===== src/verilog/mmst_pkg.sv =====
// Shared constants, carriers and states of the management status timing block
package mmst_pkg;

    // Time base
    localparam int CLK_PERIOD_NS  = 40;
    localparam int NS_PER_US      = 1000;
    localparam int NS_PER_MS      = 1_000_000;

    // Initialization deadline, longest time, rounded down
    localparam int INIT_TIME_MS   = 2000;
    localparam int INIT_CYCLES    = INIT_TIME_MS * (NS_PER_MS / CLK_PERIOD_NS);
    localparam int INIT_CNT_W     = 32;

    // Minimum reset pulse on the reset pin, least time, rounded up
    localparam int RESET_PULSE_US     = 2;
    localparam int RESET_PULSE_CYCLES = (RESET_PULSE_US * NS_PER_US + CLK_PERIOD_NS - 1) / CLK_PERIOD_NS;
    localparam int LOW_CNT_W          = 8;

    // Latched flags, also used for masks and clear-on-read selections
    typedef struct packed {
        logic other;
        logic tx_fault;
        logic rx_los;
        logic init_done;
    } mmst_flag_type;

    localparam mmst_flag_type FLAGS_CLEAR   = 4'h0;
    localparam mmst_flag_type MASK_DEFAULT  = 4'h0;
    localparam mmst_flag_type MASKABLE      = 4'he;
    localparam logic          PDOWN_DEFAULT = 1'b0;

    // Synchroniser bit positions and idle levels
    localparam int SYNC_W   = 7;
    localparam int SY_RST   = 0;
    localparam int SY_SEL   = 1;
    localparam int SY_LP    = 2;
    localparam int SY_SCL   = 3;
    localparam int SY_LOS   = 4;
    localparam int SY_TXF   = 5;
    localparam int SY_OTH   = 6;
    localparam logic [SYNC_W-1:0] SYNC_RST_VAL = 7'h0b;

    typedef enum {ST_HELD, ST_INIT, ST_RUN} mmst_state_type;

endpackage


===== src/verilog/mmst_sync.sv =====
// Two-flop synchroniser for pins arriving from outside the clock domain
`timescale 1ns/10ps
module mmst_sync #(
    parameter int                W       = 1,
    parameter logic [W-1:0]      RST_VAL = '0
) (
    // Clock and reset
    input  wire logic         clk_i,
    input  wire logic         sys_rst_i,
    // Pins
    input  wire logic [W-1:0] async_i,
    output logic      [W-1:0] sync_o
);

    logic [W-1:0] stage1;

    // Stage one feeds only stage two to keep metastability contained
    always_ff @(posedge clk_i) begin
        if (sys_rst_i) begin
            stage1 <= RST_VAL;
            sync_o <= RST_VAL;
        end else begin
            stage1 <= async_i;
            sync_o <= stage1;
        end
    end

endmodule


===== src/verilog/mmst_ctrl.sv =====
// Management-plane init, flag, interrupt, select and power sequencing of the module
`timescale 1ns/10ps

// Operation
// - After power-on, insertion or reset release, fully functional within 2000 ms.
// - Reset pin low longer than 2 us is a full reset; host holds it.
// - Answer the serial bus within 2000 ms of power-on.
// - Within 2000 ms clear monitor-not-ready and assert the interrupt.
// - After reset pin rising edge, fully functional within 2000 ms.
// - Low-power pin high enters lower power within 100 us.
// - Any interrupt condition drives the interrupt low within 200 ms.
// - Clear-on-read of a flag releases the interrupt within 500 us.
// - Receive loss sets its flag and interrupt within 100 ms.
// - Transmit fault sets its flag and interrupt within 200 ms.
// - Other conditions set their flag and interrupt within 200 ms.
// - Setting a mask suppresses that flag's interrupt within 100 ms.
// - Clearing a mask resumes that flag's interrupt within 100 ms.
// - Select low: answer serial transactions within 100 us.
// - Select high: stop answering serial transactions within 100 us.
// - Power-down bit set enters lower power within 100 ms.
// - Power-down bit cleared returns to full function within 300 ms.
// - Fully functional shown by interrupt asserted with monitor-not-ready cleared.
// - Clear-on-read deadlines start at falling serial clock after stop.
// - Mask and power-down deadlines start at falling serial clock after stop.
// - Select high ignores serial traffic; select low responds.
// - Completed reset returns writable settings to defaults.
// - Host ignores status until completion interrupt; posted at power-up too.
// - Interrupt output is active low, open drain.
module mmst_ctrl
    import mmst_pkg::*;
#(
    parameter int INIT_CYC = INIT_CYCLES
) (
    // Clock and power-on reset
    input  wire logic          clk_i,
    input  wire logic          sys_rst_i,
    // Host control pins
    input  wire logic          module_reset_low_i,
    input  wire logic          module_select_low_i,
    input  wire logic          low_power_pin_i,
    input  wire logic          scl_i,
    // Monitored conditions
    input  wire logic          rx_los_i,
    input  wire logic          tx_fault_i,
    input  wire logic          other_cond_i,
    // Serial engine events, one-cycle pulses at the stop condition
    input  wire logic          cor_stop_i,
    input  wire mmst_flag_type cor_sel_i,
    input  wire logic          mask_wr_i,
    input  wire mmst_flag_type mask_data_i,
    input  wire logic          pdown_wr_i,
    input  wire logic          pdown_data_i,
    // Status and pins towards the host
    output logic               interrupt_out_low_o,
    output logic               interrupt_oe_low_o,
    output logic               module_present_low_o,
    output logic               serial_enable_o,
    output logic               low_power_o,
    output logic               data_not_ready_o,
    output mmst_flag_type      flags_o
);

    logic [SYNC_W-1:0] pins;
    logic              scl_d;
    logic [2:0]        cond_d;
    logic              rst_s;
    logic              sel_s;
    logic              lp_s;
    logic              scl_fall;
    mmst_state_type    state;
    logic [INIT_CNT_W-1:0] init_cnt;
    logic [LOW_CNT_W-1:0]  low_cnt;
    logic              reset_req;
    logic              init_last;
    logic              init_set;
    mmst_flag_type     set_vec;
    mmst_flag_type     cor_pend;
    mmst_flag_type     mask_pend_val;
    logic              mask_pend;
    mmst_flag_type     mask_eff;
    logic              pdown_pend;
    logic              pdown_pend_val;
    logic              pdown_eff;
    logic              next_int_low;

    mmst_sync #(
        .W       (SYNC_W),
        .RST_VAL (SYNC_RST_VAL)
    ) u_sync (
        .clk_i     (clk_i),
        .sys_rst_i (sys_rst_i),
        .async_i   ({other_cond_i, tx_fault_i, rx_los_i, scl_i,
                     low_power_pin_i, module_select_low_i, module_reset_low_i}),
        .sync_o    (pins)
    );

    assign rst_s    = pins[SY_RST];
    assign sel_s    = pins[SY_SEL];
    assign lp_s     = pins[SY_LP];
    assign scl_fall = scl_d & ~pins[SY_SCL];

    // Edge history for the serial clock and the monitored conditions
    always_ff @(posedge clk_i) begin
        if (sys_rst_i) begin
            scl_d  <= SYNC_RST_VAL[SY_SCL];
            cond_d <= SYNC_RST_VAL[SY_OTH:SY_LOS];
        end else begin
            scl_d  <= pins[SY_SCL];
            cond_d <= pins[SY_OTH:SY_LOS];
        end
    end

    // Reset pin low-time counter; shorter glitches never reach the request
    always_ff @(posedge clk_i) begin
        if (sys_rst_i || rst_s) begin
            low_cnt <= '0;
        end else if (low_cnt != LOW_CNT_W'(RESET_PULSE_CYCLES)) begin
            low_cnt <= low_cnt + LOW_CNT_W'(1);
        end
    end

    assign reset_req = !rst_s && (low_cnt == LOW_CNT_W'(RESET_PULSE_CYCLES - 1));
    assign init_last = (init_cnt == INIT_CNT_W'(INIT_CYC - 1));
    assign init_set  = (state == ST_INIT) && init_last;

    // Init sequencer, timed by the free-running internal clock
    always_ff @(posedge clk_i) begin
        if (sys_rst_i) begin
            state    <= ST_INIT;
            init_cnt <= '0;
        end else if (reset_req) begin
            state    <= ST_HELD;
            init_cnt <= '0;
        end else begin
            case (state)
                ST_HELD: begin
                    init_cnt <= '0;
                    if (rst_s) begin
                        state <= ST_INIT;
                    end
                end
                ST_INIT: begin
                    if (init_last) begin
                        state <= ST_RUN;
                    end else begin
                        init_cnt <= init_cnt + INIT_CNT_W'(1);
                    end
                end
                ST_RUN: begin
                    init_cnt <= '0;
                end
                default: begin
                    state <= ST_INIT;
                end
            endcase
        end
    end

    // New events; conditions are only watched once the module is running
    always_comb begin
        set_vec           = FLAGS_CLEAR;
        set_vec.init_done = init_set;
        set_vec.rx_los    = (state == ST_RUN) && pins[SY_LOS] && !cond_d[0];
        set_vec.tx_fault  = (state == ST_RUN) && pins[SY_TXF] && !cond_d[1];
        set_vec.other     = (state == ST_RUN) && pins[SY_OTH] && !cond_d[2];
    end

    // Clear-on-read waits for the first falling serial clock after the stop
    always_ff @(posedge clk_i) begin
        if (sys_rst_i || reset_req) begin
            cor_pend <= FLAGS_CLEAR;
        end else if (cor_stop_i) begin
            cor_pend <= (scl_fall ? FLAGS_CLEAR : cor_pend) | cor_sel_i;
        end else if (scl_fall) begin
            cor_pend <= FLAGS_CLEAR;
        end
    end

    // Latched flags; a new event wins over a clear in the same cycle
    always_ff @(posedge clk_i) begin
        if (sys_rst_i || reset_req) begin
            flags_o <= FLAGS_CLEAR;
        end else begin
            flags_o <= (flags_o & ~(scl_fall ? cor_pend : FLAGS_CLEAR)) | set_vec;
        end
    end

    // Monitor-not-ready status bit
    always_ff @(posedge clk_i) begin
        if (sys_rst_i || reset_req) begin
            data_not_ready_o <= 1'b1;
        end else if (init_set) begin
            data_not_ready_o <= 1'b0;
        end
    end

    // Mask and power-down writes take effect at the falling clock after the stop
    always_ff @(posedge clk_i) begin
        if (sys_rst_i || reset_req) begin
            mask_pend     <= 1'b0;
            mask_pend_val <= MASK_DEFAULT;
            mask_eff      <= MASK_DEFAULT;
        end else if (mask_wr_i) begin
            // A fall that meets a new stop belongs to the older write, so land that one first
            if (scl_fall && mask_pend) begin
                mask_eff  <= mask_pend_val;
            end
            mask_pend     <= 1'b1;
            mask_pend_val <= mask_data_i & MASKABLE;
        end else if (scl_fall && mask_pend) begin
            mask_pend     <= 1'b0;
            mask_eff      <= mask_pend_val;
        end
    end

    always_ff @(posedge clk_i) begin
        if (sys_rst_i || reset_req) begin
            pdown_pend     <= 1'b0;
            pdown_pend_val <= PDOWN_DEFAULT;
            pdown_eff      <= PDOWN_DEFAULT;
        end else if (pdown_wr_i) begin
            // Same hazard as the mask: the older write still owns this fall
            if (scl_fall && pdown_pend) begin
                pdown_eff  <= pdown_pend_val;
            end
            pdown_pend     <= 1'b1;
            pdown_pend_val <= pdown_data_i;
        end else if (scl_fall && pdown_pend) begin
            pdown_pend     <= 1'b0;
            pdown_eff      <= pdown_pend_val;
        end
    end

    // Unmasked flags pull the open-drain interrupt low
    assign next_int_low = ~|(flags_o & ~mask_eff);

    always_ff @(posedge clk_i) begin
        if (sys_rst_i) begin
            interrupt_oe_low_o   <= 1'b1;
            interrupt_out_low_o  <= 1'b0;
            module_present_low_o <= 1'b0;
            serial_enable_o      <= 1'b0;
            low_power_o          <= 1'b0;
        end else begin
            interrupt_oe_low_o   <= next_int_low;
            interrupt_out_low_o  <= 1'b0;
            module_present_low_o <= 1'b0;
            // Serial answers are held off until init ends, also after a reset pulse
            serial_enable_o      <= (state == ST_RUN) && !sel_s;
            low_power_o          <= lp_s | pdown_eff;
        end
    end
endmodule


===== config.mk =====
export PLATFORM = sky130hd
export DESIGN_NAME = mmst_ctrl
export DESIGN_NICKNAME = d
export VERILOG_FILES = /design/src/verilog/mmst_pkg.sv /design/src/verilog/mmst_sync.sv /design/src/verilog/mmst_ctrl.sv
export SDC_FILE = /design/constraint.sdc
export NUM_CORES = 1
export LEC_CHECK = 0
export ABC_CLOCK_PERIOD_IN_PS = 2500
export BUFFER_PORTS_ARGS = -buffer_cell sky130_fd_sc_hd__clkbuf_2
export CAP_MARGIN = 20
export CORE_MARGIN = 1
export CORE_UTILIZATION = 48
export DETAILED_ROUTE_END_ITERATION = 16
export GPL_TIMING_DRIVEN = 0
export PLACE_DENSITY_LB_ADDON = 0.05
export SYNTH_ARGS = -nofsm -noshare
export SYNTH_HDL_FRONTEND = slang
export SYNTH_HIERARCHICAL = 1
export SYNTH_SLANG_ARGS = --single-unit

===== constraint.sdc =====
create_clock -name clk_i -period 2.5 [get_ports clk_i]
set_input_delay 0.5 -clock clk_i [delete_from_list [all_inputs] [get_ports clk_i]]
set_output_delay 0.5 -clock clk_i [all_outputs]
set_load 0.01 [all_outputs]

==> impl_metrics.toml, run 1 <==
[floorplan]
start_util = 0.501
core-area_um2 = 6870
io_pins = 31
die-area_um2 = 7520
num_rows = 30
die_y_um = 86.7
die_w_um = 86.7

[cts]
clockRootBuffer = "clkbuf_8"
hold_buffers = 0
clockBufferDepth = 2
cts_sinks = 82
clk_pin_slew_ps = 90
cts_tree = "done"
clock_latency_ps = 350
cts_buffers = 9
cts_max_level = 3

[global_route]
grt_use_total = 0.193
antenna_found_initial = 0
grt_pass1_vias = 2505
grt_max_degree = 16
overflow = 0
grt_pass1_wl_um = 11200

[critical_path]
crit_path_end_kind = "register"
cp_max_fo = 10
crit_type = "register to register"
critPathRequiredTime_ps = 2730
crit_arrival_ps = 2480
critPathLaunchType = "register"

[logic_synthesis]
synth-edff-count = 0
yosysTopAreaCellShare = 0.477
avgSynthCellArea_um2 = 8.99
synth.cell_area_um2 = 3440
synthFlopType = "dfxtp_1"
synth_seq_area_share = 0.477
yosysMostFrequentCell = "dfxtp_1"
ys_types = 54
ys_seq_elements = 82
synth_common_cells = "82 x dfxtp_1, 40 x nor2_1, 30 x nand2_1"
synthArstFlopShare = 0
yosysTopAreaCell = "dfxtp_1"
yosys_warnings = 6
synth_area_leaders = "dfxtp_1 48%, nor2_1 4.4%, xnor2_1 4.1%, nand2_1 3.3%, a21oi_1 3.1%"
syn_inst = 383

[timing]
tns_ps = 0
slew_violations = 0
rsz0062_at_grt = "no"
setup_violations = 0
skew_ps = 8.52
fmax_mhz = 444
post-route-period-util = 0.902
max_slew_margin = 0.659
min_period_ps = 2250
worst_pin_slew_ps = 506
hold_viol = 0
setup_ws_ps = 246

[placement]
place_ws_ps = 156
gp_congestion = 0.749
dp_hpwl_um = 4780
portBuffers = 27

[detailed_routing]
via_per_inst = 5.20
drc = 0
drtPass1Iterations = 4
wl_um = 6700
wl_per_cell_um = 12.8
drt.antenna.violating_nets = 0
drt_iter0_markers = 121
vias = 2717

[pwr]
p_int_uw = 1810
seqPwrFrac = 0.569
pwr-share-clk = 0.393
leakage_uw = 0.00139
p_per_area_nw_per_um2 = 607
p_switching_uw = 566
peakVddDrop_uv = 371
combinationalPowerShare = 0.038
switching_share = 0.239

[finish]
drive_above_1_share = 0.152
n_antenna_cell = 0
area_growth_pct = 13.5
fin_nets = 447

[run_status]
status = "finished, final reports clean"

[job]
maxCapViolCount = 0

[min_path]
min_path_type = "primary input to register"
==> per-stage QoR <==
step | hold slack [ps] | util | std cells | area (um^2) | total power [uW]
after floorplan | 373 | - | 384 | 3450 | 1440
after global routing | 303 | 0.569 | 523 | 3910 | 2480
after global placement | 378 | 0.539 | 507 | 3700 | 1470
after detailed placement | 384 | 0.539 | 507 | 3700 | 1470
final | 314 | 0.569 | 523 | 3910 | 2370
after CTS | 298 | 0.568 | 523 | 3900 | 2410
==> state kept, by name, indices dropped and copies added (netlist names) <==
name / flops
pdown_pend_val: 1
mask_eff: 3
mask_pend_val: 3
state: 2
cor_pend: 4
pdown_eff: 1
pdown_pend: 1
u_sync/stage1: 7
init_cnt: 32
scl_d: 1
low_power_o: 1
u_sync/sync_o: 7
data_not_ready_o: 1
flags_o: 4
mask_pend: 1
serial_enable_o: 1
interrupt_oe_low_o: 1
cond_d: 3
low_cnt: 8
==> area by class of cell <==
class / instances / area [um^2]
Sequential cell: 82 / 1640
Multi-Input combinational cell: 269 / 1650
Tap cell: 96 / 120
Clock buffer: 11 / 151
Timing Repair Buffer: 27 / 135
Inverter: 13 / 48.8
Buffer: 20 / 120
Fill cell: 658 / 2960
Clock inverter: 5 / 46.3
==> worst max-delay path, stage by stage, from the launching register on <==
cell	delay, ps
dfxtp_1	380
ha_1	200
nand2_1	140
or4_1	620
clkbuf_1	280
nor4_1	290
xnor2_1	160
nor2_1	50
==> layout by cell type (no fill, tap or decap), drive strengths merged, types with 3 or more instances in the layout <==
master | netlist | routed
o31ai | 5 | 5
or3 | 14 | 14
buf | 7 | 7
mux2i | 4 | 4
a32oi | 3 | 3
ha | 4 | 4
inv | 13 | 15
a22oi | 4 | 4
nor2b | 10 | 10
xor2 | 4 | 4
and3 | 3 | 3
nand2 | 30 | 30
nor2 | 40 | 40
clkinv | 0 | 3
nand3 | 21 | 21
clkbuf | 13 | 51
dfxtp | 82 | 82
nand4 | 7 | 7
or2 | 9 | 9
xnor2 | 16 | 16
or4 | 6 | 6
nor4 | 14 | 14
a21oi | 26 | 26
o21ai | 12 | 12
nand2b | 3 | 3
nor3 | 9 | 9
and2b | 4 | 4
==> cells by family (layout without fill, tap and decap cells) <==
family	after synthesis	count (layout)	synth area share
adder cells (fa/ha/maj)	4	4	0.0145
XOR/XNOR	20	20	0.0509
flip-flops	82	82	0.477
multiplexers	4	4	0.0116
AO/OA/AOI/OAI	60	60	0.113
buffers and inverters	33	76	0.0491
AND/OR/NAND/NOR	179	179	0.283
other	1	2	0.00109
==> timing repair <==
action,in CTS,in global routing
resized for setup,0,1
setup endpoints to repair,0,2
setup buffers,0,0
endpoints found under the hold margin,0,0
==> final timing paths <==
check	start	end	slack, ps	cells past startpoint
worst max register to register	init_cnt[1]	init_cnt[28]	250	7
worst max-delay path	init_cnt[1]	init_cnt[28]	250	7
worst min register to register	u_sync/sync_o[1]	serial_enable_o	400	1
worst min-delay path	scl_i	u_sync/stage1[3]	310	2
==> per-layer routing <==
metal / global-route usage / up-vias / share of wire
met3: 0.0562 / 7 / 0.030
met4: 0.0773 / 0 / 0.010
met1: 0.229 / 1252 / 0.48
met5: 0 / - / 0
met2: 0.329 / 35 / 0.48
li1: - / 1423 / -
==> power by group through the flow <==
stage,Clock [uW],Sequential (uW),Combinational (uW)
final,933,1350,89.4
after CTS,966,1350,91.3
after detailed placement,0,1380,90.8
after global placement,0,1380,89.9
after floorplan,0,1380,59.0
after global routing,1020,1350,101
(Power assumes the default switching activity.)
==> inputs of run 2 (changes only) <==
--- a/config.mk
+++ b/config.mk
@@ -8,6 +8,7 @@
 export ABC_CLOCK_PERIOD_IN_PS = 2500
 export BUFFER_PORTS_ARGS = -buffer_cell sky130_fd_sc_hd__clkbuf_2
 export CAP_MARGIN = 20
+export CORE_ASPECT_RATIO = 0.9
 export CORE_MARGIN = 1
 export CORE_UTILIZATION = 48
 export DETAILED_ROUTE_END_ITERATION = 16
==> constraint.sdc (replaced) <==
create_clock -name clk_i -period 2.5 [get_ports clk_i]
set_input_delay 0.375 -clock clk_i [delete_from_list [all_inputs] [get_ports clk_i]]
set_output_delay 0.375 -clock clk_i [all_outputs]
set_load 0.01 [all_outputs]
==> run 2 against run 1 <==
  * Total power is 2.5% lower
  * Largest cell class unchanged
  * Fmax is 3.2% lower
  * Worst setup slack worse by 74 ps
  * Critical endpoint is now state[0]
==> impl_metrics.toml, run 2 (synthesized netlist as in run 1, its figures left out) <==
[job]
maxCapViolCount = 0

[cts]
cts_buffers = 9
cts_tree = "done"
cts_max_level = 3
clock_latency_ps = 350
cts_sinks = 82
hold_buffers = 0
clk_pin_slew_ps = 80
clockBufferDepth = 2
post_cts_buffers = 0
clockRootBuffer = "clkbuf_8"

[detailed_routing]
via_per_inst = 5.39
wl_per_cell_um = 13.3
drtPass1Iterations = 4
drc = 0
drt.antenna.violating_nets = 0
vias = 2787
drt_iter0_markers = 170
wl_um = 6890

[critical_path]
slowest_delay_ps = 600
crit_type = "register to register"
critPathBufInv = 1
critPathSlowestCell = "nor4_2"
crit_arrival_ps = 2580
cp_cell_sequence = "clkbuf_1, nor4_2, nand2_1, nor4_2, nand2_1, a21o_1"
critPathLaunchType = "register"
crit_family = "simple AND/OR/NAND/NOR gates"
cp_max_fo = 7
crit_path_end_kind = "register"
critPathRequiredTime_ps = 2750

[finish]
final_cell_mix = "82 x dfxtp_1, 40 x nor2_1, 30 x nand2_1"
mostFrequentLayoutCell = "dfxtp_1"
largest_reg_flops = 32
fin_util = 0.573
drive_above_1_share = 0.152
fin_nets = 447
stdcell_area_um2 = 3880
multiInputGateArea_um2 = 1640
n_antenna_cell = 0
nFillCells = 621
reg_top3 = "init_cnt (32), low_cnt (8)"
area_growth_pct = 12.6
largest_register = "init_cnt"
ff_latch_area_um2 = 1640

[timing]
fmax_mhz = 430
setup_violations = 0
tns_ps = 0
post-route-period-util = 0.931
min_period_ps = 2330
setup_ws_ps = 172
skew_ps = 7.74
worst_pin_slew_ps = 599
slew_violations = 0
hold_viol = 0
rsz0062_at_grt = "no"
max_slew_margin = 0.598

[global_route]
grt_max_degree = 16
antenna_found_initial = 0
grt_pass1_wl_um = 11400
overflow = 0
grt_pass1_vias = 2512
grt_use_total = 0.195

[floorplan]
die_w_um = 91.3
start_util = 0.509
die-area_um2 = 7520
num_rows = 28
io_pins = 31
die_y_um = 82.4
core-area_um2 = 6760

[pwr]
p_per_area_nw_per_um2 = 596
pwr-share-clk = 0.377
combinationalPowerShare = 0.039
p_int_uw = 1750
seqPwrFrac = 0.584
leakage_uw = 0.00136
peakVddDrop_uv = 365
switching_share = 0.245
p_switching_uw = 566
power.total_uw = 2310

[placement]
dpl_cell_area_um2 = 3690
place_ws_ps = 39.2
gp_congestion = 0.750
dp_hpwl_um = 4950
portBuffers = 27

[run_status]
status = "finished, final reports clean"

[min_path]
min_path_type = "primary input to register"
-- run 2: changes by cell type in the layout (fill, tap and decap cells not counted), sizes merged --
cell,before,now
clkbuf,51,50
inv,15,16
clkinv,3,0
clkinvlp,0,3
-- run 2: final cells by class --
| cell class | count | area share |
|---|---|---|
| multi-input cells | 269 | 0.424 |
| flip-flops and latches | 82 | 0.423 |
| repair buffers | 27 | 0.0349 |
| clock buffers | 10 | 0.0329 |
| plain buffers | 20 | 0.0310 |
| well taps | 90 | 0.0290 |
| clock inverters | 6 | 0.0126 |
| inverters | 13 | 0.0126 |
-- run 2: layer usage --
metal  vias to the layer above  GRT usage  part of all wire
li1                       1425          -                 -
met1                      1314      0.241              0.50
met2                        43      0.328              0.46
met3                         5     0.0632             0.033
met4                         0     0.0587            0.0078
met5                         -          0                 0
-- run 2: worst reg2reg max path, cell delays in order, from the launching register on --
cell,delay [ps]
dfxtp_1,310
clkbuf_1,180
nor4_2,490
nand2_1,120
nor4_2,600
nand2_1,290
a21o_1,240
-- run 2: path summary, 6_finish.rpt --
path | slack, ps | start | cells past startpoint | endpoint
worst min-delay path | 190 | module_select_low_i | 2 | u_sync/stage1[1]
worst min register to register | 390 | u_sync/sync_o[1] | 1 | serial_enable_o
worst max-delay path | 170 | init_cnt[26] | 6 | state[0]
worst max register to register | 170 | init_cnt[26] | 6 | state[0]
-- run 2: power groups by stage --
stage | registers [uW] | logic, uW | clock network, uW
2_1_floorplan | 1380 | 59.0 | 0
3_3_place_gp | 1380 | 89.8 | 0
3_5_place_dp | 1380 | 91.6 | 0
4_1_cts | 1350 | 92.3 | 896
5_1_grt | 1350 | 103 | 954
6_report | 1350 | 90.9 | 872
-- run 2: timing repair --
action                     in CTS  in global routing
hold endpoints to repair        0                  0
setup endpoints to repair       0                  4
resized for setup               0                  1
-- run 2: per-stage QoR --
step / cells / hold slack, ps
finish: 517 / 194
global route: 517 / 175
detailed placement: 501 / 381
global placement: 501 / 376
floorplan: 384 / 373
CTS: 517 / 178
